<file path="src/tmb_defs.svh">
`ifndef TMB_DEFS_SVH
`define TMB_DEFS_SVH

// APB register byte offsets
`define TMB_OFF_CTRL       8'h00
`define TMB_OFF_CNT_LO     8'h04
`define TMB_OFF_CNT_HI     8'h08
`define TMB_OFF_IRQ_STAT   8'h0c
`define TMB_OFF_IRQ_CLR    8'h10
`define TMB_OFF_IRQ_EN     8'h14
`define TMB_OFF_AUX        8'h18

// Control register bit positions
`define TMB_B_RUN          0
`define TMB_B_SRC          1
`define TMB_B_SYNC_BYP     2
`define TMB_B_BASE_LO      3
`define TMB_B_PRE_LO       4
`define TMB_B_PRE_HI       5
`define TMB_B_BASE_HI      6
`define TMB_B_WIDE         7

// Auxiliary and interrupt bit positions
`define TMB_B_OSC_EN       0
`define TMB_B_MODE_LO      1
`define TMB_B_MODE_HI      2
`define TMB_B_OVF          0

// Reset values
`define TMB_CTRL_RST       8'h00
`define TMB_CNT_RST        16'h0000
`define TMB_CNT_MAX        16'hffff
`define TMB_BYTE_ZERO      8'h00
`define TMB_WORD_ZERO      32'h0000_0000

// Compare mode code that fires the special event trigger
`define TMB_SPECIAL_EVT    4'hb

// Instruction cycle is four core clocks
`define TMB_CYC_DIV        4
`define TMB_CYC_W          2
`define TMB_PRE_W          3

`endif

</file>
<file path="src/tmb_pkg.sv">
`include "tmb_defs.svh"

package tmb_pkg;

    // Operating mode as derived from source and sync controls
    typedef enum logic [1:0] {
        TMB_MODE_TIMER,
        TMB_MODE_SYNC_CNT,
        TMB_MODE_ASYNC_CNT
    } tmb_mode_t;

    // Clock front-end state
    typedef struct packed {
        logic                  sync1;
        logic                  sync2;
        logic                  prev;
        logic                  armed;
        logic [`TMB_CYC_W-1:0] phase;
        logic                  tick;
    } tmb_front_t;

    // Prescaler state
    typedef struct packed {
        logic [`TMB_PRE_W-1:0] cnt;
        logic                  tick;
    } tmb_presc_t;

    // Timer core state
    typedef struct packed {
        logic [7:0]  ctrl;
        logic [15:0] count;
        logic [7:0]  hbuf;
        logic        ovf_stat;
        logic        ovf_en;
        logic        osc_en;
        logic        presc_clr;
        logic [31:0] prdata;
        logic        pready;
        logic        pslverr;
        logic        irq;
        logic        base_unit1;
        logic        base_unit2;
        logic [1:0]  osc_pin_dir;
    } tmb_core_t;

endpackage : tmb_pkg

</file>
<file path="src/tmb_tick_if.sv">
`timescale 1ns/1ps
`default_nettype none

interface tmb_tick_if;
    logic       use_ext;
    logic       sync_bypass;
    logic       run;
    logic       ext_level;
    logic       src_tick;
    logic       clear;
    logic [1:0] ratio;
    logic       out_tick;

    modport core  (output use_ext, sync_bypass, run, ext_level, clear, ratio, input out_tick);
    modport front (input use_ext, sync_bypass, run, ext_level, output src_tick);
    modport presc (input src_tick, clear, ratio, output out_tick);
endinterface : tmb_tick_if

`default_nettype wire

</file>
<file path="src/tmb_timer.sv">
// Operation
// - 16-bit up count, wrap sets overflow
// - Interrupt only while overflow enable set
// - Reset: stopped, control all zero
// - Bit 7 selects one 16-bit access
// - Two-bit field picks capture time base
// - Prescale 1, 2, 4 or 8
// - Bit 2 bypasses external clock sync
// - Sync bit ignored for internal clock
// - External count on rise after fall
// - Internal clock counts once per four-clock instruction cycle
// - Run bit 0 gates counting
// - Timer, sync and async counter modes
// - Oscillator enable forces pins input
// - Internal reset input clears count
// - Special event mode 1011 resets, no flag
// - Counter byte writes beat special event reset
`timescale 1ns/1ps
`default_nettype none

module tmb_timer
    import tmb_pkg::*;
(
    // Clock and reset
    input  wire logic        clk,
    input  wire logic        nrst,
    // APB slave
    input  wire logic        psel,
    input  wire logic        penable,
    input  wire logic        pwrite,
    input  wire logic [7:0]  paddr,
    input  wire logic [31:0] pwdata,
    output logic [31:0]      prdata,
    output logic             pready,
    output logic             pslverr,
    // Count clock sources
    input  wire logic        external_count_input,
    input  wire logic        secondary_osc_in,
    // Compare unit special event
    input  wire logic [3:0]  compare_unit_mode,
    input  wire logic        compare_match,
    // Port pin direction
    input  wire logic [1:0]  port_c_direction,
    output logic [1:0]       osc_pin_dir,
    // Time base and count to the capture/compare units
    output logic [15:0]      count_value,
    output logic             base_unit1,
    output logic             base_unit2,
    // Interrupt
    output logic             irq
);

    // Register map, byte offsets on the bus:
    //   control, count low, count high,
    //   status, clear, enable, auxiliary.
    // Unmapped offsets answer with pslverr.
    // Status is read only; writes are dropped.
    // Clear is write only and reads as zero.
    //
    // Bus timing
    //   Every transfer costs two cycles:
    //   setup, then one access cycle.
    //   pready is a registered pulse that
    //   stands in the access cycle only.
    //   Read data is latched at the setup
    //   edge, so a tick that lands during
    //   the access cycle shows up only in
    //   the next read.
    //   Writes land at the access edge.

    tmb_core_t  r;
    tmb_core_t  n;
    tmb_mode_t  mode;
    tmb_tick_if tif ();

    logic        setup;
    logic        acc_wr;
    logic        wide;
    logic        special_evt;
    logic        wr_lo;
    logic        wr_hi;
    logic        ovf_set;
    logic [16:0] inc;

    // Clock source front-end and prescaler
    tmb_front #(
        .CYC_DIV (`TMB_CYC_DIV)
    ) u_front (
        .clk  (clk),
        .nrst (nrst),
        .tif  (tif)
    );

    tmb_presc u_presc (
        .clk  (clk),
        .nrst (nrst),
        .tif  (tif)
    );

    // Mode is decoded, not stored, so the
    // auxiliary register shows it at once.
    //
    // Mode from source and sync bits
    always_comb begin
        if (!r.ctrl[`TMB_B_SRC]) begin
            mode = TMB_MODE_TIMER;
        end else if (r.ctrl[`TMB_B_SYNC_BYP]) begin
            mode = TMB_MODE_ASYNC_CNT;
        end else begin
            mode = TMB_MODE_SYNC_CNT;
        end
    end

    // The sync bypass only matters for the
    // external source; the front-end
    // ignores it on the internal clock.
    //
    // Controls toward the tick path
    // External source choice
    assign tif.use_ext     = r.ctrl[`TMB_B_SRC];
    assign tif.sync_bypass = (mode == TMB_MODE_ASYNC_CNT);
    assign tif.run         = r.ctrl[`TMB_B_RUN];
    // Oscillator pin wins over the count pin when enabled
    assign tif.ext_level   = r.osc_en ? secondary_osc_in : external_count_input;
    assign tif.ratio       = {r.ctrl[`TMB_B_PRE_HI], r.ctrl[`TMB_B_PRE_LO]};
    assign tif.clear       = r.presc_clr;

    // The access write strobe needs the
    // registered ready, so a stray
    // penable without setup writes nothing.
    //
    // Bus phase decode
    assign setup  = psel && !penable;
    assign acc_wr = psel && penable && pwrite && r.pready;
    assign wide   = r.ctrl[`TMB_B_WIDE];
    assign wr_lo  = acc_wr && (paddr == `TMB_OFF_CNT_LO);
    assign wr_hi  = acc_wr && (paddr == `TMB_OFF_CNT_HI);

    assign special_evt = compare_match && (compare_unit_mode == `TMB_SPECIAL_EVT);

    // Counting path
    //   The front-end turns the chosen
    //   source into single-cycle ticks.
    //   The prescaler passes one tick in
    //   one, two, four or eight.
    //   The core adds one per passed tick.
    //   Latency from a source edge to the
    //   count is fixed, so rates stay exact.
    //
    // Event reset
    //   A special event forces zero and
    //   never marks an overflow.
    //   It is honoured in all modes; the
    //   unsynchronised source is still
    //   sampled on the core clock here,
    //   so the clear still acts there.
    //
    // Priority inside one cycle
    //   1. count tick
    //   2. special event reset
    //   3. software writes to the count
    //   Later steps overwrite earlier
    //   ones, so written count bytes win.
    //
    // Wide access
    //   A low read copies the live high
    //   byte into the buffer; a high read
    //   then returns that copy, so both
    //   halves come from one instant.
    //   High writes park in the buffer
    //   and a low write loads both.
    //   Only low writes clear the
    //   prescaler, never high writes.

    // Next-state logic
    always_comb begin
        n           = r;
        n.presc_clr = 1'b0;
        n.pready    = 1'b0;
        n.pslverr   = 1'b0;
        inc         = {1'b0, r.count} + 17'h0_0001;
        ovf_set     = 1'b0;

        if (tif.out_tick) begin
            n.count = inc[15:0];
            ovf_set = (r.count == `TMB_CNT_MAX);
        end

        if (special_evt) begin
            n.count = `TMB_CNT_RST;
            ovf_set = 1'b0;
        end

        // Setup phase: read data and answer prepared one cycle ahead
        if (setup) begin
            n.pready = 1'b1;
            n.prdata = `TMB_WORD_ZERO;
            if (!pwrite) begin
                unique case (paddr)
                    `TMB_OFF_CTRL: begin
                        n.prdata[7:0] = r.ctrl;
                    end
                    `TMB_OFF_CNT_LO: begin
                        n.prdata[7:0] = r.count[7:0];
                        if (wide) begin
                            n.hbuf = r.count[15:8];
                        end
                    end
                    `TMB_OFF_CNT_HI: begin
                        n.prdata[7:0] = wide ? r.hbuf : r.count[15:8];
                    end
                    `TMB_OFF_IRQ_STAT: begin
                        n.prdata[`TMB_B_OVF] = r.ovf_stat;
                    end
                    `TMB_OFF_IRQ_CLR: begin
                        n.prdata = `TMB_WORD_ZERO;
                    end
                    `TMB_OFF_IRQ_EN: begin
                        n.prdata[`TMB_B_OVF] = r.ovf_en;
                    end
                    `TMB_OFF_AUX: begin
                        n.prdata[`TMB_B_OSC_EN]                 = r.osc_en;
                        n.prdata[`TMB_B_MODE_HI:`TMB_B_MODE_LO] = mode;
                    end
                    default: begin
                        n.pslverr = 1'b1;
                    end
                endcase
            end else begin
                unique case (paddr)
                    `TMB_OFF_CTRL, `TMB_OFF_CNT_LO, `TMB_OFF_CNT_HI, `TMB_OFF_IRQ_STAT,
                    `TMB_OFF_IRQ_CLR, `TMB_OFF_IRQ_EN, `TMB_OFF_AUX: begin
                        n.pslverr = 1'b0;
                    end
                    default: begin
                        n.pslverr = 1'b1;
                    end
                endcase
            end
        end

        // Access phase writes; they come after the event so they take priority
        if (acc_wr && paddr == `TMB_OFF_CTRL) begin
            n.ctrl = pwdata[7:0];
        end
        if (wr_lo) begin
            n.count     = wide ? {r.hbuf, pwdata[7:0]} : {n.count[15:8], pwdata[7:0]};
            n.presc_clr = 1'b1;
            ovf_set     = 1'b0;
        end
        if (wr_hi) begin
            if (wide) begin
                n.hbuf = pwdata[7:0];
            end else begin
                n.count[15:8] = pwdata[7:0];
                ovf_set       = 1'b0;
            end
        end
        if (acc_wr && paddr == `TMB_OFF_IRQ_EN) begin
            n.ovf_en = pwdata[`TMB_B_OVF];
        end
        if (acc_wr && paddr == `TMB_OFF_AUX) begin
            n.osc_en = pwdata[`TMB_B_OSC_EN];
        end

        // Sticky flag; a set in the clearing cycle is kept
        if (acc_wr && paddr == `TMB_OFF_IRQ_CLR && pwdata[`TMB_B_OVF]) begin
            n.ovf_stat = 1'b0;
        end
        if (ovf_set) begin
            n.ovf_stat = 1'b1;
        end

        n.irq = n.ovf_stat && n.ovf_en;

        n.base_unit1 = n.ctrl[`TMB_B_BASE_HI];
        n.base_unit2 = n.ctrl[`TMB_B_BASE_HI] || n.ctrl[`TMB_B_BASE_LO];

        n.osc_pin_dir = n.osc_en ? 2'h3 : port_c_direction;
    end

    // Sticky overflow flag
    //   Set by a wrap, cleared by a one
    //   in the clear register. When both
    //   fall in one cycle the set wins,
    //   so a clear never loses an overflow.
    //   The interrupt is the flag masked
    //   by its enable, in the same cycle.
    //
    // Time base select
    //   The high select bit hands both
    //   capture units to this timer; the
    //   low bit alone hands over unit two.
    //
    // Oscillator pins
    //   With the oscillator on, both pins
    //   are inputs whatever the port
    //   direction bits say.

    always_ff @(posedge clk or negedge nrst) begin
        if (!nrst) begin
            r       <= '0;
            r.ctrl  <= `TMB_CTRL_RST;
            r.count <= `TMB_CNT_RST;
        end else begin
            r <= n;
        end
    end

    // Every output is a flip-flop; none
    // depends on a bus input in the same
    // cycle.
    //
    // Outputs straight from the state register
    assign prdata      = r.prdata;
    assign pready      = r.pready;
    assign pslverr     = r.pslverr;
    assign irq         = r.irq;
    assign count_value = r.count;
    assign base_unit1  = r.base_unit1;
    assign base_unit2  = r.base_unit2;
    assign osc_pin_dir = r.osc_pin_dir;

endmodule : tmb_timer

`default_nettype wire

</file>
<file path="src/tmb_front.sv">
`timescale 1ns/1ps
`default_nettype none

module tmb_front
    import tmb_pkg::*;
#(
    parameter int CYC_DIV = `TMB_CYC_DIV
) (
    // Clock and reset
    input wire logic clk,
    input wire logic nrst,
    // Tick path
    tmb_tick_if.front tif
);

    generate
        if (CYC_DIV < 1 || CYC_DIV > (1 << `TMB_CYC_W)) begin : g_chk
            $error("tmb_front: CYC_DIV out of range");
        end
    endgenerate

    localparam logic [`TMB_CYC_W-1:0] PHASE_LAST = `TMB_CYC_W'(CYC_DIV - 1);

    tmb_front_t r;
    tmb_front_t n;
    logic       samp;
    logic       rise;

    assign tif.src_tick = r.tick;

    // Edge qualification and instruction cycle phase
    always_comb begin
        n       = r;
        n.sync1 = tif.ext_level;
        n.sync2 = r.sync1;
        samp    = tif.sync_bypass ? tif.ext_level : r.sync2;
        n.prev  = samp;
        if (r.prev && !samp) begin
            n.armed = 1'b1;
        end
        rise    = r.armed && !r.prev && samp;
        n.phase = (r.phase == PHASE_LAST) ? '0 : r.phase + 1'b1;
        if (tif.use_ext) begin
            n.tick = tif.run && rise;
        end else begin
            n.tick = tif.run && (r.phase == PHASE_LAST);
        end
    end

    // State register
    always_ff @(posedge clk or negedge nrst) begin
        if (!nrst) begin
            r <= '0;
        end else begin
            r <= n;
        end
    end

endmodule : tmb_front

`default_nettype wire

</file>
<file path="src/tmb_presc.sv">
`timescale 1ns/1ps
`default_nettype none

module tmb_presc
    import tmb_pkg::*;
(
    // Clock and reset
    input wire logic clk,
    input wire logic nrst,
    // Tick path
    tmb_tick_if.presc tif
);

    tmb_presc_t            r;
    tmb_presc_t            n;
    logic [`TMB_PRE_W-1:0] last;

    assign tif.out_tick = r.tick;

    // Divide by 1, 2, 4 or 8
    always_comb begin
        n      = r;
        n.tick = 1'b0;
        last   = `TMB_PRE_W'((1 << tif.ratio) - 1);
        if (tif.clear) begin
            n.cnt = '0;
        end else if (tif.src_tick) begin
            if (r.cnt >= last) begin
                n.cnt  = '0;
                n.tick = 1'b1;
            end else begin
                n.cnt = r.cnt + 1'b1;
            end
        end
    end

    // State register
    always_ff @(posedge clk or negedge nrst) begin
        if (!nrst) begin
            r <= '0;
        end else begin
            r <= n;
        end
    end

endmodule : tmb_presc

`default_nettype wire

</file>
<file path="config.mk">
export PLATFORM = sky130hd
export DESIGN_NAME = tmb_timer
export DESIGN_NICKNAME = d
export VERILOG_FILES = /design/src/tmb_pkg.sv /design/src/tmb_tick_if.sv /design/src/tmb_timer.sv /design/src/tmb_front.sv /design/src/tmb_presc.sv
export VERILOG_INCLUDE_DIRS = /design/src /design/src/src
export SDC_FILE = /design/constraint.sdc
export NUM_CORES = 1
export LEC_CHECK = 0
export ABC_AREA = 1
export ABC_CLOCK_PERIOD_IN_PS = 2190
export BUFFER_PORTS_ARGS = -buffer_cell sky130_fd_sc_hd__buf_4
export CORE_ASPECT_RATIO = 0.7
export CORE_UTILIZATION = 34
export CTS_BUF_LIST = sky130_fd_sc_hd__clkbuf_4 sky130_fd_sc_hd__clkbuf_8
export DETAILED_ROUTE_END_ITERATION = 8
export PLACE_DENSITY_LB_ADDON = 0.1
export REMOVE_ABC_BUFFERS = 1
export SLEW_MARGIN = 10
export SYNTH_ARGS = -nofsm -noshare
export SYNTH_HDL_FRONTEND = slang
export SYNTH_SLANG_ARGS = --single-unit
</file>
<file path="constraint.sdc">
create_clock -name clk -period 2.19 [get_ports clk]
set_input_delay 0.3285 -clock clk [delete_from_list [all_inputs] [get_ports clk]]
set_output_delay 0.3285 -clock clk [all_outputs]
set_load 0.01 [all_outputs]
</file>
Yosys cells after proc, flatten, opt, wreduce, memory -nomap -nowiden
Index checks and enable logic that the tools add are counted.
{ "word_totals": {"in_bits": 54, "out_inout_bits": 55, "word_cells": 108, "ff_bits": 62} }
{ "op_classes": {"n_reduce_logical": 26, "n_addsub": 4, "n_lt_le_gt_ge": 1, "eq_ne": 10, "shifts": 1, "n_mux": 42} }
{ "ops": {"columns": ["operator", "count"], "rows": [
  ["$mux 8", 10],
  ["$mux 16", 4],
  ["$eq 8x5->1 const B", 3],
  ["$logic_and 1x1->1", 18],
  ["$add 16x1->16 const B", 1],
  ["$eq 16x16->1 const B", 1],
  ["$eq 8x4->1 const B", 2],
  ["$mux 1", 16],
  ["$pmux 5 s3", 1],
  ["$mux 2", 5],
  ["$eq 8x3->1 const B", 1],
  ["$logic_not 8->1", 1],
  ["$pmux 2 s4", 1],
  ["$mux 7", 1],
  ["$reduce_or 7->1", 1],
  ["$mux 3", 2],
  ["$pmux 1 s6", 1],
  ["$eq 2x2->1 const B", 2],
  ["$eq 4x4->1 const B", 1],
  ["$mux 4", 1],
  ["$add 3x1->3 const B", 1],
  ["$ge 3x3->1", 1],
  ["$logic_not 1->1", 3],
  ["$reduce_bool 3->1", 1],
  ["5 further kinds", 5]
]} }

Logic depth before layout (Yosys ltp)
Gate-level depths: netlist of the first run.
{ "logic_depth": {"depth_word": 9, "mapped_depth": 9, "ltp_nobuf": 9} }

Cells and area by module
A second synthesis of the first run with hierarchy kept.
{ "hier_totals": {"hier_cells": 513, "area_unflattened_um2": 3870.0} }
{ "by_module_without_submodules": {"columns": ["mod", "seq_area_each_um2", "area_per_inst_um2", "cells_per_inst", "n_inst"], "rows": [
  ["tmb_timer", 1251.2, 3334.4, 451, 1],
  ["tmb_presc", 100.1, 285.3, 42, 1],
  ["tmb_front", 175.2, 250.2, 20, 1]
]} }

Worst setup path before layout of the first run
No wires, ideal clock.
{ "synth_path": {"path_type": "flip-flop to flip-flop", "startpoint": "register r[71] (netlist name)", "endpoint": "register u_presc.r[2] (netlist name)", "t_arrival_ns": 1.455, "required_ns": 2.107, "path_buffers": 0, "setup_time_ns": 0.083, "path_stages_with_launch": 8, "setup_slack_ns": 0.652, "synth_period_minus_slack_ns": 1.538, "path_cell_list": "dfrtp_1 or2_2 ha_1 nand3_1 o211ai_1 nor3_1 nand2_1 o21ai_0"} }
{ "synth_via": {"elab_chain_len": 6} }
{ "synth_rtl": {"columns": ["element", "line", "text"], "rows": [
  ["start: declaration", "tmb_timer.sv:71", "tmb_core_t r;"],
  ["start signal: assignment", "tmb_timer.sv:306", "r <= n;"],
  ["$shl 1x2->3", "tmb_presc.sv:24", "last = `TMB_PRE_W'((1 << tif.ratio) - 1);"],
  ["$sub 3x2->3", "tmb_presc.sv:24", null],
  ["$ge 3x3->1", "tmb_presc.sv:28", "if (r.cnt >= last) begin"],
  ["$mux 3", "tmb_presc.sv:28", null],
  ["$mux 4", "tmb_presc.sv:27", "end else if (tif.src_tick) begin"],
  ["$mux 3", "tmb_presc.sv:25", "if (tif.clear) begin"],
  ["end signal: assignment", "tmb_presc.sv:42", "r <= n;"],
  ["end: declaration", "tmb_presc.sv:14", "tmb_presc_t r;"]
]} }
Every way passes these cells. The select of a mux whose other input is x is not followed.
A chain may end at the register's enable or synchronous reset.

==> flow_results.xml, run 1 <==
<?xml version="1.0" encoding="UTF-8"?>
<metrics>
  <group name="synth">
    <metric name="synth-adder-area-share" unit="%">1.904</metric>
    <metric name="yosys_register_bits" unit="">61</metric>
    <metric name="post-synth-top-area-cell" unit="">sky130_fd_sc_hd__dfrtp_1</metric>
    <metric name="synth.area.top_cells" unit="">sky130_fd_sc_hd__dfrtp_1 (39%), sky130_fd_sc_hd__nand2_1 (12%), sky130_fd_sc_hd__buf_4 (9.7%)</metric>
    <metric name="synth.area.mux_share" unit="%">0</metric>
    <metric name="synth_xor_area_share" unit="%">1.555</metric>
    <metric name="synth-seq-area-share" unit="%">38.71</metric>
    <metric name="synthCells" unit="">494</metric>
    <metric name="postSynthAreaPerCell" unit="um^2">7.983</metric>
    <metric name="synth-compound-area-share" unit="%">12.53</metric>
    <metric name="synth.cell_area" unit="mm^2">0.003944</metric>
    <metric name="synthesis.yosys.warnings" unit="">0</metric>
    <metric name="synth_top_family_by_area" unit="">simple AND/OR/NAND/NOR gates</metric>
    <metric name="synth_cell_types" unit="">43</metric>
    <metric name="simple_gate_portion_of_the_synthesized_area" unit="%">28.39</metric>
    <metric name="synth_top_cell_area_share" unit="%">38.71</metric>
  </group>
  <group name="critical_path">
    <metric name="largest_fanout_of_any_net_on_the_critical_path" unit="">6</metric>
    <metric name="worstReg2RegEnd" unit="">irq</metric>
    <metric name="setup.worst_path.class" unit="">flip-flop to flip-flop</metric>
    <metric name="cp_data_required_time" unit="ps">2470</metric>
    <metric name="crit_path_start_kind" unit="">flip-flop</metric>
    <metric name="worstPathArrival" unit="ps">2050</metric>
    <metric name="worst-r2r-cell-count" unit="">7</metric>
    <metric name="reg2reg_from" unit="">count_value[0]</metric>
    <metric name="worst_setup_path_end_kind" unit="">flip-flop</metric>
    <metric name="ff2ff_setup_slack" unit="ps">410</metric>
  </group>
  <group name="routing">
    <metric name="drt_pre_antenna_iters" unit="">5</metric>
    <metric name="final_antenna_net_count" unit="">0</metric>
    <metric name="drt_iter0_markers" unit="">228</metric>
    <metric name="route.final.wire_length" unit="um">9999</metric>
    <metric name="detailroute.via_count" unit="">3211</metric>
    <metric name="wire_per_inst" unit="um">14.49</metric>
    <metric name="avgViaCountPerCell" unit="">4.654</metric>
    <metric name="drc" unit="">0</metric>
  </group>
  <group name="finish">
    <metric name="antenna_cells_inserted" unit="">0</metric>
    <metric name="most-common-layout-cells" unit="">sky130_fd_sc_hd__nand2_1 (123), sky130_fd_sc_hd__buf_4 (63), sky130_fd_sc_hd__dfrtp_1 (61)</metric>
    <metric name="final_nets" unit="">592</metric>
    <metric name="sequential_cell_area" unit="mm^2">0.001526</metric>
    <metric name="layout-drive-gt1-share" unit="%">22.35</metric>
    <metric name="area.growth.synth_to_final" unit="%">12.88</metric>
    <metric name="design_area" unit="mm^2">0.004452</metric>
    <metric name="layout.cells.most_common" unit="">sky130_fd_sc_hd__nand2_1</metric>
    <metric name="final_core_util" unit="%">39.85</metric>
    <metric name="final.fill_count" unit="">1176</metric>
    <metric name="multiInputGateArea" unit="mm^2">0.001841</metric>
  </group>
  <group name="cts">
    <metric name="clock-sinks" unit="">61</metric>
    <metric name="clkSlewWorstSetupHoldPaths" unit="ps">80</metric>
    <metric name="post_cts.resized_instances" unit="">0</metric>
    <metric name="cts.root.buffer_cell" unit="">sky130_fd_sc_hd__clkbuf_8</metric>
    <metric name="cts_tree" unit="">yes</metric>
    <metric name="h_tree_level_count" unit="">3</metric>
    <metric name="cts-root-to-sink-buffers" unit="">2</metric>
    <metric name="numCtsBuffers" unit="">9</metric>
    <metric name="cts.hold.buffers_added" unit="">0</metric>
    <metric name="post_cts_setup_inserts" unit="">0</metric>
    <metric name="clk_latency" unit="ps">350</metric>
  </group>
  <group name="placement">
    <metric name="pre_cts_slack" unit="ps">384.6</metric>
    <metric name="port-buffer-count" unit="">60</metric>
    <metric name="place_hpwl" unit="um">7381</metric>
    <metric name="placedInstanceArea" unit="mm^2">0.004253</metric>
    <metric name="place.gp.congestion" unit="">0.8539</metric>
  </group>
  <group name="run">
    <metric name="cap_viol_max_count" unit="">0</metric>
  </group>
  <group name="grt">
    <metric name="grt-ovfl-total" unit="">0</metric>
    <metric name="grt_first_pass_wirelength" unit="um">16010</metric>
    <metric name="grt_start_max_net_pins" unit="">62</metric>
    <metric name="antenna_found_initial" unit="">0</metric>
    <metric name="grtUsageTotal" unit="%">17.99</metric>
    <metric name="grt_pass1_vias" unit="">2981</metric>
  </group>
  <group name="sta">
    <metric name="hold_viol_final" unit="">0</metric>
    <metric name="timing_worst_slew_pin_value" unit="ps">807.5</metric>
    <metric name="relSlewSlack" unit="%">46.17</metric>
    <metric name="min_period_over_period" unit="%">81.21</metric>
    <metric name="achievable-frequency" unit="GHz">0.5623</metric>
    <metric name="tns" unit="ps">0</metric>
    <metric name="count_of_final_max_slew_check_failures" unit="">0</metric>
    <metric name="rsz0062_at_grt" unit="">false</metric>
    <metric name="worst_slack" unit="ps">411.5</metric>
    <metric name="final.min_clock_period" unit="ps">1779</metric>
    <metric name="worst_clock_skew" unit="ps">8.615</metric>
    <metric name="finalSetupViolations" unit="">0</metric>
  </group>
  <group name="run_status">
    <metric name="outcome" unit="">complete, no violations</metric>
  </group>
  <group name="die">
    <metric name="initial_core_utilization" unit="%">35.30</metric>
    <metric name="floorplan.die_area" unit="mm^2">0.01204</metric>
    <metric name="floorplan.io_pins" unit="">109</metric>
    <metric name="chipWidth" unit="um">130.7</metric>
    <metric name="die_h" unit="um">92.11</metric>
    <metric name="num_rows" unit="">32</metric>
    <metric name="placeable_area" unit="mm^2">0.01117</metric>
  </group>
  <group name="pwr">
    <metric name="power.static_leakage" unit="nW">2.260</metric>
    <metric name="vdd_drop_max" unit="V">0.0002193</metric>
    <metric name="power_density" unit="mW/mm^2">533.8</metric>
  </group>
  <group name="worst_hold_path">
    <metric name="min_path_type" unit="">primary input to asynchronous set/reset pin</metric>
  </group>
</metrics>
==> layout make-up <==
type / instances / area share (%)
Clock buffer: 9 / 2.782
Timing Repair Buffer: 63 / 10.62
Multi-Input combinational cell: 338 / 41.34
Tap cell: 153 / 4.300
Sequential cell: 61 / 34.29
Clock inverter: 7 / 1.686
Inverter: 59 / 4.975
==> worst max-delay path by stage <==
stage               cells past startpoint  slack (ps)           start           end
floorplan                               7         650           r[71]  u_presc.r[2]
global placement                        9         380        paddr[1]           irq
detailed placement                      9         380        paddr[1]           irq
CTS                                     7         420  count_value[0]           irq
global route                            7         210  count_value[0]           irq
finish                                  7         410  count_value[0]           irq
==> worst max-delay path, cell delays in order (launching register included) <==
cell,delay (ps)
sky130_fd_sc_hd__dfrtp_1,450
sky130_fd_sc_hd__ha_1,190
sky130_fd_sc_hd__nand2_1,80
sky130_fd_sc_hd__nor2_1,240
sky130_fd_sc_hd__nand2_1,160
sky130_fd_sc_hd__nor3_2,230
sky130_fd_sc_hd__nand4_1,190
sky130_fd_sc_hd__a21oi_1,170
==> synthesized netlist by cell type (all sizes together) <==
| cell | number |
|---|---|
| dfrtp | 61 |
| o22ai | 4 |
| o211ai | 10 |
| nand3b | 2 |
| nor2 | 38 |
| nor4 | 1 |
| ha | 6 |
| and3 | 1 |
| o21bai | 1 |
| clkinv | 1 |
| xnor2 | 1 |
| xor2 | 6 |
| inv | 58 |
| o21a | 1 |
| nand4 | 9 |
| o221ai | 1 |
| nand2 | 130 |
| a22oi | 2 |
| or2 | 6 |
| o21ai | 45 |
| a31oi | 5 |
| nor3 | 7 |
| conb | 1 |
| buf | 59 |
| a21oi | 16 |
| nand3 | 22 |
==> registers in the layout, summed over array words and instances, names as in the netlist <==
name / count
r: 19
count_value: 16
prdata: 8
u_front.r: 5
u_presc.r: 3
osc_pin_dir: 2
base_unit2: 1
irq: 1
pready: 1
pslverr: 1
tif.clear: 1
u_front.n: 1
u_front.tif.src_tick: 1
u_presc.tif.out_tick: 1
==> where the power goes <==
group | leakage [nW] | total, W | switching [W] | internal [W]
sequential | 0.806 | 0.00116 | 0.0000187 | 0.00114
clock | 0.0918 | 0.00103 | 0.000499 | 0.000528
combinational | 1.36 | 0.000190 | 0.000120 | 0.0000698
==> through the flow <==
step	power, W	std cells	hold slack (ps)
floorplan	0.001254	458	32.91
global placement	0.001373	674	334.3
detailed placement	0.001374	674	338.9
CTS	0.002412	690	91.37
global route	0.002465	690	111.8
finish	0.002376	690	61.13
==> cells by family (layout without fill, tap and decap cells) <==
logic type                 count (synthesis)  count (layout)
AOI/OAI and AO/OA                         85              85
xor gates and xnor gates                   7               7
adders and majority gates                  6               6
buffers and inverters                    118             138
DFF                                       61              61
other                                      1              24
and+or+nand+nor                          216             216
==> layer usage <==
metal	track usage, %	wire [um]	up-vias
met1	27.47	5202	1503
met4	4.502	83	0
met3	5.076	633	9
met2	24.29	4080	94
li1	-	-	1605
met5	0	0	-
Note: power is estimated with default switching activity, not from simulation.
==> run 2, diff against run 1 <==
ABC_CLOCK_PERIOD_IN_PS = 1750   (was 2190)
clock period = 1.75 ns   (was 2.19 ns; I/O delays follow)
==> run 2 against run 1 <==
Effect of this change: maximum frequency rose by 11%; cell count rose by 3.0%; largest power group unchanged; die area did not move; critical path type unchanged.
==> flow_results.xml, run 2 (synthesis results as in run 1) <==
<?xml version="1.0" encoding="UTF-8"?>
<metrics>
  <group name="pwr">
    <metric name="total_switching_power" unit="W">0.0007947</metric>
    <metric name="comb_power_share" unit="%">8.4</metric>
    <metric name="power.static_leakage" unit="nW">2.406</metric>
    <metric name="vdd_drop_max" unit="V">0.0002989</metric>
    <metric name="p_total" unit="W">0.003134</metric>
    <metric name="sw_frac_of_total" unit="%">25.36</metric>
    <metric name="p_int" unit="W">0.002339</metric>
    <metric name="p_clk_share" unit="%">45.5</metric>
    <metric name="pwr-share-seq" unit="%">46.2</metric>
    <metric name="power_density" unit="mW/mm^2">667.0</metric>
  </group>
  <group name="sta">
    <metric name="tns" unit="ps">0</metric>
    <metric name="rsz0062_at_grt" unit="">false</metric>
    <metric name="count_of_final_max_slew_check_failures" unit="">0</metric>
    <metric name="min_period_over_period" unit="%">91.95</metric>
    <metric name="hold_viol_final" unit="">0</metric>
    <metric name="achievable-frequency" unit="GHz">0.6214</metric>
    <metric name="worst_clock_skew" unit="ps">5.464</metric>
    <metric name="fin_worst_hold_slack" unit="ps">92.99</metric>
    <metric name="final.min_clock_period" unit="ps">1609</metric>
    <metric name="finalSetupViolations" unit="">0</metric>
  </group>
  <group name="die">
    <metric name="num_rows" unit="">32</metric>
    <metric name="placeable_area" unit="mm^2">0.01117</metric>
    <metric name="die_h" unit="um">92.11</metric>
    <metric name="floorplan.die_area" unit="mm^2">0.01204</metric>
    <metric name="floorplan.io_pins" unit="">109</metric>
    <metric name="initial_core_utilization" unit="%">35.30</metric>
    <metric name="chipWidth" unit="um">130.7</metric>
  </group>
  <group name="critical_path">
    <metric name="crit_path_max_incr_delay" unit="ps">360</metric>
    <metric name="critical_path_buf_inv_count" unit="">1</metric>
    <metric name="setup.worst_path.class" unit="">flip-flop to flip-flop</metric>
    <metric name="worst_setup_path_end_kind" unit="">flip-flop</metric>
    <metric name="largest_fanout_of_any_net_on_the_critical_path" unit="">4</metric>
    <metric name="worstPathArrival" unit="ps">1880</metric>
    <metric name="cp_data_required_time" unit="ps">2020</metric>
    <metric name="timing.critical_path.max_delay_family" unit="">simple AND/OR/NAND/NOR gates</metric>
    <metric name="worstPathCellList" unit="">ha_1 &gt; nand2_1 &gt; nor2_2 &gt; buf_4 &gt; nand3_2 &gt; nor2_4 &gt; nand3_1 &gt; nand2_1 &gt; nand3_1 &gt; a21oi_1</metric>
    <metric name="crit_path_top_delay_cell" unit="">sky130_fd_sc_hd__dfrtp_1</metric>
    <metric name="crit_path_start_kind" unit="">flip-flop</metric>
  </group>
  <group name="routing">
    <metric name="detailroute.via_count" unit="">3291</metric>
    <metric name="avgViaCountPerCell" unit="">4.629</metric>
    <metric name="drt_iter0_markers" unit="">225</metric>
    <metric name="final_antenna_net_count" unit="">0</metric>
    <metric name="route.final.wire_length" unit="um">10290</metric>
    <metric name="wire_per_inst" unit="um">14.47</metric>
    <metric name="drt_pre_antenna_iters" unit="">4</metric>
    <metric name="drc" unit="">0</metric>
  </group>
  <group name="finish">
    <metric name="design_area" unit="mm^2">0.004698</metric>
    <metric name="antenna_cells_inserted" unit="">0</metric>
    <metric name="area.growth.synth_to_final" unit="%">19.13</metric>
    <metric name="largest_register" unit="">r</metric>
    <metric name="layout.cells.most_common" unit="">sky130_fd_sc_hd__nand2_1</metric>
    <metric name="most-common-layout-cells" unit="">sky130_fd_sc_hd__nand2_1 (123), sky130_fd_sc_hd__buf_4 (80), sky130_fd_sc_hd__dfrtp_1 (61)</metric>
    <metric name="final_nets" unit="">613</metric>
    <metric name="largest_reg_flops" unit="">19</metric>
    <metric name="layout-drive-gt1-share" unit="%">25.81</metric>
    <metric name="final.fill_count" unit="">1157</metric>
  </group>
  <group name="cts">
    <metric name="numCtsBuffers" unit="">9</metric>
    <metric name="clkSlewWorstSetupHoldPaths" unit="ps">70</metric>
    <metric name="cts.root.buffer_cell" unit="">sky130_fd_sc_hd__clkbuf_8</metric>
    <metric name="cts_tree" unit="">yes</metric>
    <metric name="h_tree_level_count" unit="">3</metric>
    <metric name="cts-root-to-sink-buffers" unit="">2</metric>
    <metric name="clk_latency" unit="ps">350</metric>
    <metric name="clock-sinks" unit="">61</metric>
  </group>
  <group name="grt">
    <metric name="antenna_found_initial" unit="">0</metric>
    <metric name="grt-ovfl-total" unit="">0</metric>
    <metric name="grt_pass1_vias" unit="">3069</metric>
    <metric name="grtUsageTotal" unit="%">18.59</metric>
    <metric name="grt_start_max_net_pins" unit="">33</metric>
    <metric name="grt_first_pass_wirelength" unit="um">16510</metric>
  </group>
  <group name="run_status">
    <metric name="outcome" unit="">complete, no violations</metric>
  </group>
  <group name="run">
    <metric name="cap_viol_max_count" unit="">0</metric>
  </group>
  <group name="placement">
    <metric name="place_hpwl" unit="um">7966</metric>
    <metric name="placedInstanceArea" unit="mm^2">0.004425</metric>
    <metric name="port-buffer-count" unit="">60</metric>
    <metric name="place.gp.congestion" unit="">0.9181</metric>
  </group>
  <group name="worst_hold_path">
    <metric name="min_path_type" unit="">primary input to flip-flop</metric>
  </group>
</metrics>
run 2: path summary, 6_finish.rpt:
check                                          from         endpoint  slack [ps]  cells after the start
worst min register to register         u_front.n[5]     u_front.r[5]         350                      0
max in group asynchronous                      nrst            r[45]         840                      3
worst max-delay path                 count_value[0]  count_value[14]         140                     10
min in group asynchronous                      nrst       base_unit2         390                      2
worst max register to register       count_value[0]  count_value[14]         140                     10
worst min-delay path            port_c_direction[1]   osc_pin_dir[1]          90                      2
run 2: metrics by stage:
| step | utilization (%) | cells | setup slack [ps] |
|---|---|---|---|
| floorplan | - | 458 | 212.1 |
| global placement | 39.62 | 692 | 94.63 |
| detailed placement | 39.62 | 692 | 39.94 |
| CTS | 41.70 | 709 | 22.39 |
| global route | 42.06 | 711 | 1.332 |
| finish | 42.06 | 711 | 140.9 |
run 2: timing repair:
item	CTS	global route
hold endpoints to repair	31	0
setup endpoints to repair	0	6
gates resized for setup	0	5
hold buffers	1	0
buffers inserted	0	2
run 2: power by group through the flow:
stage	registers [W]	logic [W]	clock network, W
2_1_floorplan	0.00148	0.0000891	0
3_3_place_gp	0.00147	0.000262	0
3_5_place_dp	0.00147	0.000264	0
4_1_cts	0.00145	0.000266	0.00148
5_1_grt	0.00145	0.000290	0.00154
6_report	0.00145	0.000262	0.00142
run 2: cell type report:
| class | instances | area [um^2] | share of cell area [%] |
|---|---|---|---|
| Multi-Input combinational cell | 338 | 1866 | 39.71 |
| Sequential cell | 61 | 1526 | 32.49 |
| Timing Repair Buffer | 84 | 670.6 | 14.27 |
| Inverter | 59 | 221.5 | 4.714 |
| Tap cell | 153 | 191.4 | 4.075 |
| Clock buffer | 9 | 123.9 | 2.636 |
| Clock inverter | 7 | 98.84 | 2.104 |
run 2: worst register-to-register path: stages (launching register included):
cell and delay [ps]:
sky130_fd_sc_hd__dfrtp_1 360, sky130_fd_sc_hd__ha_1 160, sky130_fd_sc_hd__nand2_1 100, sky130_fd_sc_hd__nor2_2 150, sky130_fd_sc_hd__buf_4 130, sky130_fd_sc_hd__nand3_2 110
sky130_fd_sc_hd__nor2_4 140, sky130_fd_sc_hd__nand3_1 90, sky130_fd_sc_hd__nand2_1 60, sky130_fd_sc_hd__nand3_1 80, sky130_fd_sc_hd__a21oi_1 150
run 2: metal layers:
metal | GRT usage, % | vias to the layer above | wire length, um
li1 | - | 1646 | -
met1 | 28.65 | 1557 | 5424
met2 | 25.26 | 76 | 4309
met3 | 4.201 | 12 | 448
met4 | 5.268 | 0 | 104
met5 | 0 | - | 0
==> run 3, diff against run 2 <==
ABC_CLOCK_PERIOD_IN_PS = 1910   (was 1750)
CORE_MARGIN = 2   (was default)
clock period = 1.91 ns   (was 1.75 ns; I/O delays follow)
==> run 3 against run 2 <==
Effect of this change: core utilization shrank 1.5 points; routed wire length is 0.59% higher; worst hold slack improved by 30 ps; clock skew increased by 5.2 ps; critical path depth is 3 lower; non-clock buffer count fell by 11; critical endpoint is now irq; highest routed layer unchanged.
==> flow_results.xml, run 3 (synthesis results as in run 1) <==
<?xml version="1.0" encoding="UTF-8"?>
<metrics>
  <group name="die">
    <metric name="num_rows" unit="">32</metric>
    <metric name="floorplan.die_area" unit="mm^2">0.01249</metric>
    <metric name="floorplan.io_pins" unit="">109</metric>
    <metric name="initial_core_utilization" unit="%">35.30</metric>
    <metric name="chipWidth" unit="um">132.7</metric>
    <metric name="die_h" unit="um">94.11</metric>
    <metric name="placeable_area" unit="mm^2">0.01117</metric>
  </group>
  <group name="sta">
    <metric name="worst_clock_skew" unit="ps">10.70</metric>
    <metric name="final.min_clock_period" unit="ps">1721</metric>
    <metric name="rsz0062_at_grt" unit="">false</metric>
    <metric name="tns" unit="ps">0</metric>
    <metric name="count_of_final_max_slew_check_failures" unit="">0</metric>
    <metric name="hold_viol_final" unit="">0</metric>
    <metric name="fin_worst_hold_slack" unit="ps">122.6</metric>
    <metric name="worst_slack" unit="ps">189.3</metric>
    <metric name="finalSetupViolations" unit="">0</metric>
    <metric name="min_period_over_period" unit="%">90.09</metric>
    <metric name="achievable-frequency" unit="GHz">0.5812</metric>
  </group>
  <group name="finish">
    <metric name="most-common-layout-cells" unit="">sky130_fd_sc_hd__nand2_1 (123), sky130_fd_sc_hd__buf_4 (71), sky130_fd_sc_hd__dfrtp_1 (61)</metric>
    <metric name="layout.cells.most_common" unit="">sky130_fd_sc_hd__nand2_1</metric>
    <metric name="antenna_cells_inserted" unit="">0</metric>
    <metric name="final_nets" unit="">602</metric>
    <metric name="largest_register" unit="">r</metric>
    <metric name="largest_reg_flops" unit="">19</metric>
    <metric name="final_non_filler_cells" unit="">699</metric>
    <metric name="layout-drive-gt1-share" unit="%">23.63</metric>
    <metric name="area.growth.synth_to_final" unit="%">14.88</metric>
  </group>
  <group name="cts">
    <metric name="cts-root-to-sink-buffers" unit="">2</metric>
    <metric name="cts.root.buffer_cell" unit="">sky130_fd_sc_hd__clkbuf_8</metric>
    <metric name="cts_tree" unit="">yes</metric>
    <metric name="clk_latency" unit="ps">350</metric>
    <metric name="h_tree_level_count" unit="">3</metric>
    <metric name="numCtsBuffers" unit="">9</metric>
    <metric name="clock-sinks" unit="">61</metric>
    <metric name="clkSlewWorstSetupHoldPaths" unit="ps">80</metric>
  </group>
  <group name="critical_path">
    <metric name="reg2reg_from" unit="">count_value[0]</metric>
    <metric name="ff2ff_setup_slack" unit="ps">190</metric>
    <metric name="worst_setup_path_startpoint" unit="">count_value[0]</metric>
    <metric name="crit_path_top_delay_cell" unit="">sky130_fd_sc_hd__dfrtp_1</metric>
    <metric name="worst_setup_path_end_kind" unit="">flip-flop</metric>
    <metric name="timing.critical_path.max_delay_family" unit="">simple AND/OR/NAND/NOR gates</metric>
    <metric name="crit_path_start_kind" unit="">flip-flop</metric>
    <metric name="worst_path_most_repeated_cell" unit="">sky130_fd_sc_hd__nand2_1</metric>
    <metric name="critical_path_buf_inv_count" unit="">0</metric>
    <metric name="critPathCapture" unit="">irq</metric>
    <metric name="worst-r2r-cell-count" unit="">7</metric>
    <metric name="crit_path_max_incr_delay" unit="ps">450</metric>
    <metric name="worstPathArrival" unit="ps">1990</metric>
    <metric name="largest_fanout_of_any_net_on_the_critical_path" unit="">6</metric>
    <metric name="setup.worst_path.class" unit="">flip-flop to flip-flop</metric>
    <metric name="cp_data_required_time" unit="ps">2180</metric>
    <metric name="worstReg2RegEnd" unit="">irq</metric>
    <metric name="cp.depth" unit="">7</metric>
    <metric name="worstPathCellList" unit="">ha_1 &gt; nand2_1 &gt; nor2_2 &gt; nand2_1 &gt; nor3_2 &gt; nand4_1 &gt; a21oi_1</metric>
  </group>
  <group name="placement">
    <metric name="place_hpwl" unit="um">7970</metric>
    <metric name="dp.cells" unit="">683</metric>
    <metric name="port-buffer-count" unit="">60</metric>
    <metric name="pre_cts_slack" unit="ps">199.0</metric>
    <metric name="place.gp.congestion" unit="">0.8494</metric>
  </group>
  <group name="grt">
    <metric name="grt_start_max_net_pins" unit="">38</metric>
    <metric name="grt_first_pass_wirelength" unit="um">16730</metric>
    <metric name="grt-ovfl-total" unit="">0</metric>
    <metric name="grt_pass1_vias" unit="">3080</metric>
    <metric name="antenna_found_initial" unit="">0</metric>
    <metric name="grtUsageTotal" unit="%">17.74</metric>
  </group>
  <group name="routing">
    <metric name="final_antenna_net_count" unit="">0</metric>
    <metric name="drt_iter0_markers" unit="">221</metric>
    <metric name="route.final.wire_length" unit="um">10350</metric>
    <metric name="detailroute.via_count" unit="">3185</metric>
    <metric name="avgViaCountPerCell" unit="">4.557</metric>
    <metric name="drt_pre_antenna_iters" unit="">4</metric>
    <metric name="wire_per_inst" unit="um">14.80</metric>
    <metric name="drc" unit="">0</metric>
  </group>
  <group name="pwr">
    <metric name="p_clk_share" unit="%">41.4</metric>
    <metric name="power_density" unit="mW/mm^2">585.8</metric>
    <metric name="power.static_leakage" unit="nW">2.311</metric>
    <metric name="p_int" unit="W">0.001964</metric>
    <metric name="comb_power_share" unit="%">8.5</metric>
    <metric name="pwr-share-seq" unit="%">50.1</metric>
    <metric name="sw_frac_of_total" unit="%">26.00</metric>
    <metric name="p_total" unit="W">0.002654</metric>
    <metric name="vdd_drop_max" unit="V">0.0002988</metric>
    <metric name="total_switching_power" unit="W">0.0006900</metric>
  </group>
  <group name="run">
    <metric name="cap_viol_max_count" unit="">0</metric>
  </group>
  <group name="run_status">
    <metric name="outcome" unit="">complete, no violations</metric>
  </group>
  <group name="worst_hold_path">
    <metric name="min_path_type" unit="">primary input to flip-flop</metric>
  </group>
</metrics>
## run 3: changes by cell type in the layout (fill, tap and decap cells not counted), sizes merged
| cell | change |
|---|---|
| clkinvlp | +1 |
| clkinv | -2 |
| buf | -11 |
| inv | -1 |
| clkbuf | +3 |
| bufinv | -2 |
## run 3: worst min path at each step
stage                                    from             end  depth (start not counted)
after global placement                   nrst    u_presc.r[1]                          1
after floorplan                          nrst      base_unit2                          0
final                     port_c_direction[1]  osc_pin_dir[1]                          2
after global routing                  penable          pready                          2
after CTS                             penable          pready                          2
after detailed placement                 nrst    u_presc.r[2]                          1
## run 3: worst reg2reg max path, delay by kind of cell, from the launching register on
kind            cells  cell delay (ps)
simple gates        5              830
flops               1              450
fa+ha+maj           1              190
compound gates      1              180
## run 3: power by group through the flow
stage	sequential [W]	clock (W)	combinational (W)
floorplan	0.00136	0	0.0000817
global placement	0.00135	0	0.000227
detailed placement	0.00135	0	0.000228
CTS	0.00133	0.00115	0.000231
global route	0.00133	0.00120	0.000252
finish	0.00133	0.00110	0.000226
## run 3: through the flow
step	area [um^2]	util (%)
CTS	4528	40.54
finish	4531	40.56
floorplan	3588	-
global placement	4333	38.79
global route	4531	40.56
detailed placement	4333	38.79
## run 3: area by class of cell
cell class / instances / area [um^2]
fill: 1153 / 6640
multi-input combinational: 338 / 1843
sequential: 61 / 1526
timing repair buffer: 73 / 563.0
inverter: 59 / 221.5
tap: 153 / 191.4
clock buffer: 12 / 165.2
clock inverter: 3 / 20.02
## run 3: timing repair
item                                   in CTS  in global routing
hold buffers                                1                  0
setup endpoints to repair                   0                  1
resized for setup                           0                  1
setup buffers                               0                  0
endpoints found under the hold margin      35                  0
## run 3: layer usage
metal | part of all wire, % | vias to the layer above | global-route usage (%)
li1 | - | 1627 | -
met1 | 51 | 1462 | 27.25
met2 | 42 | 92 | 24.44
met3 | 6.9 | 4 | 4.315
met4 | 0.48 | 0 | 4.391
met5 | 0 | - | 0
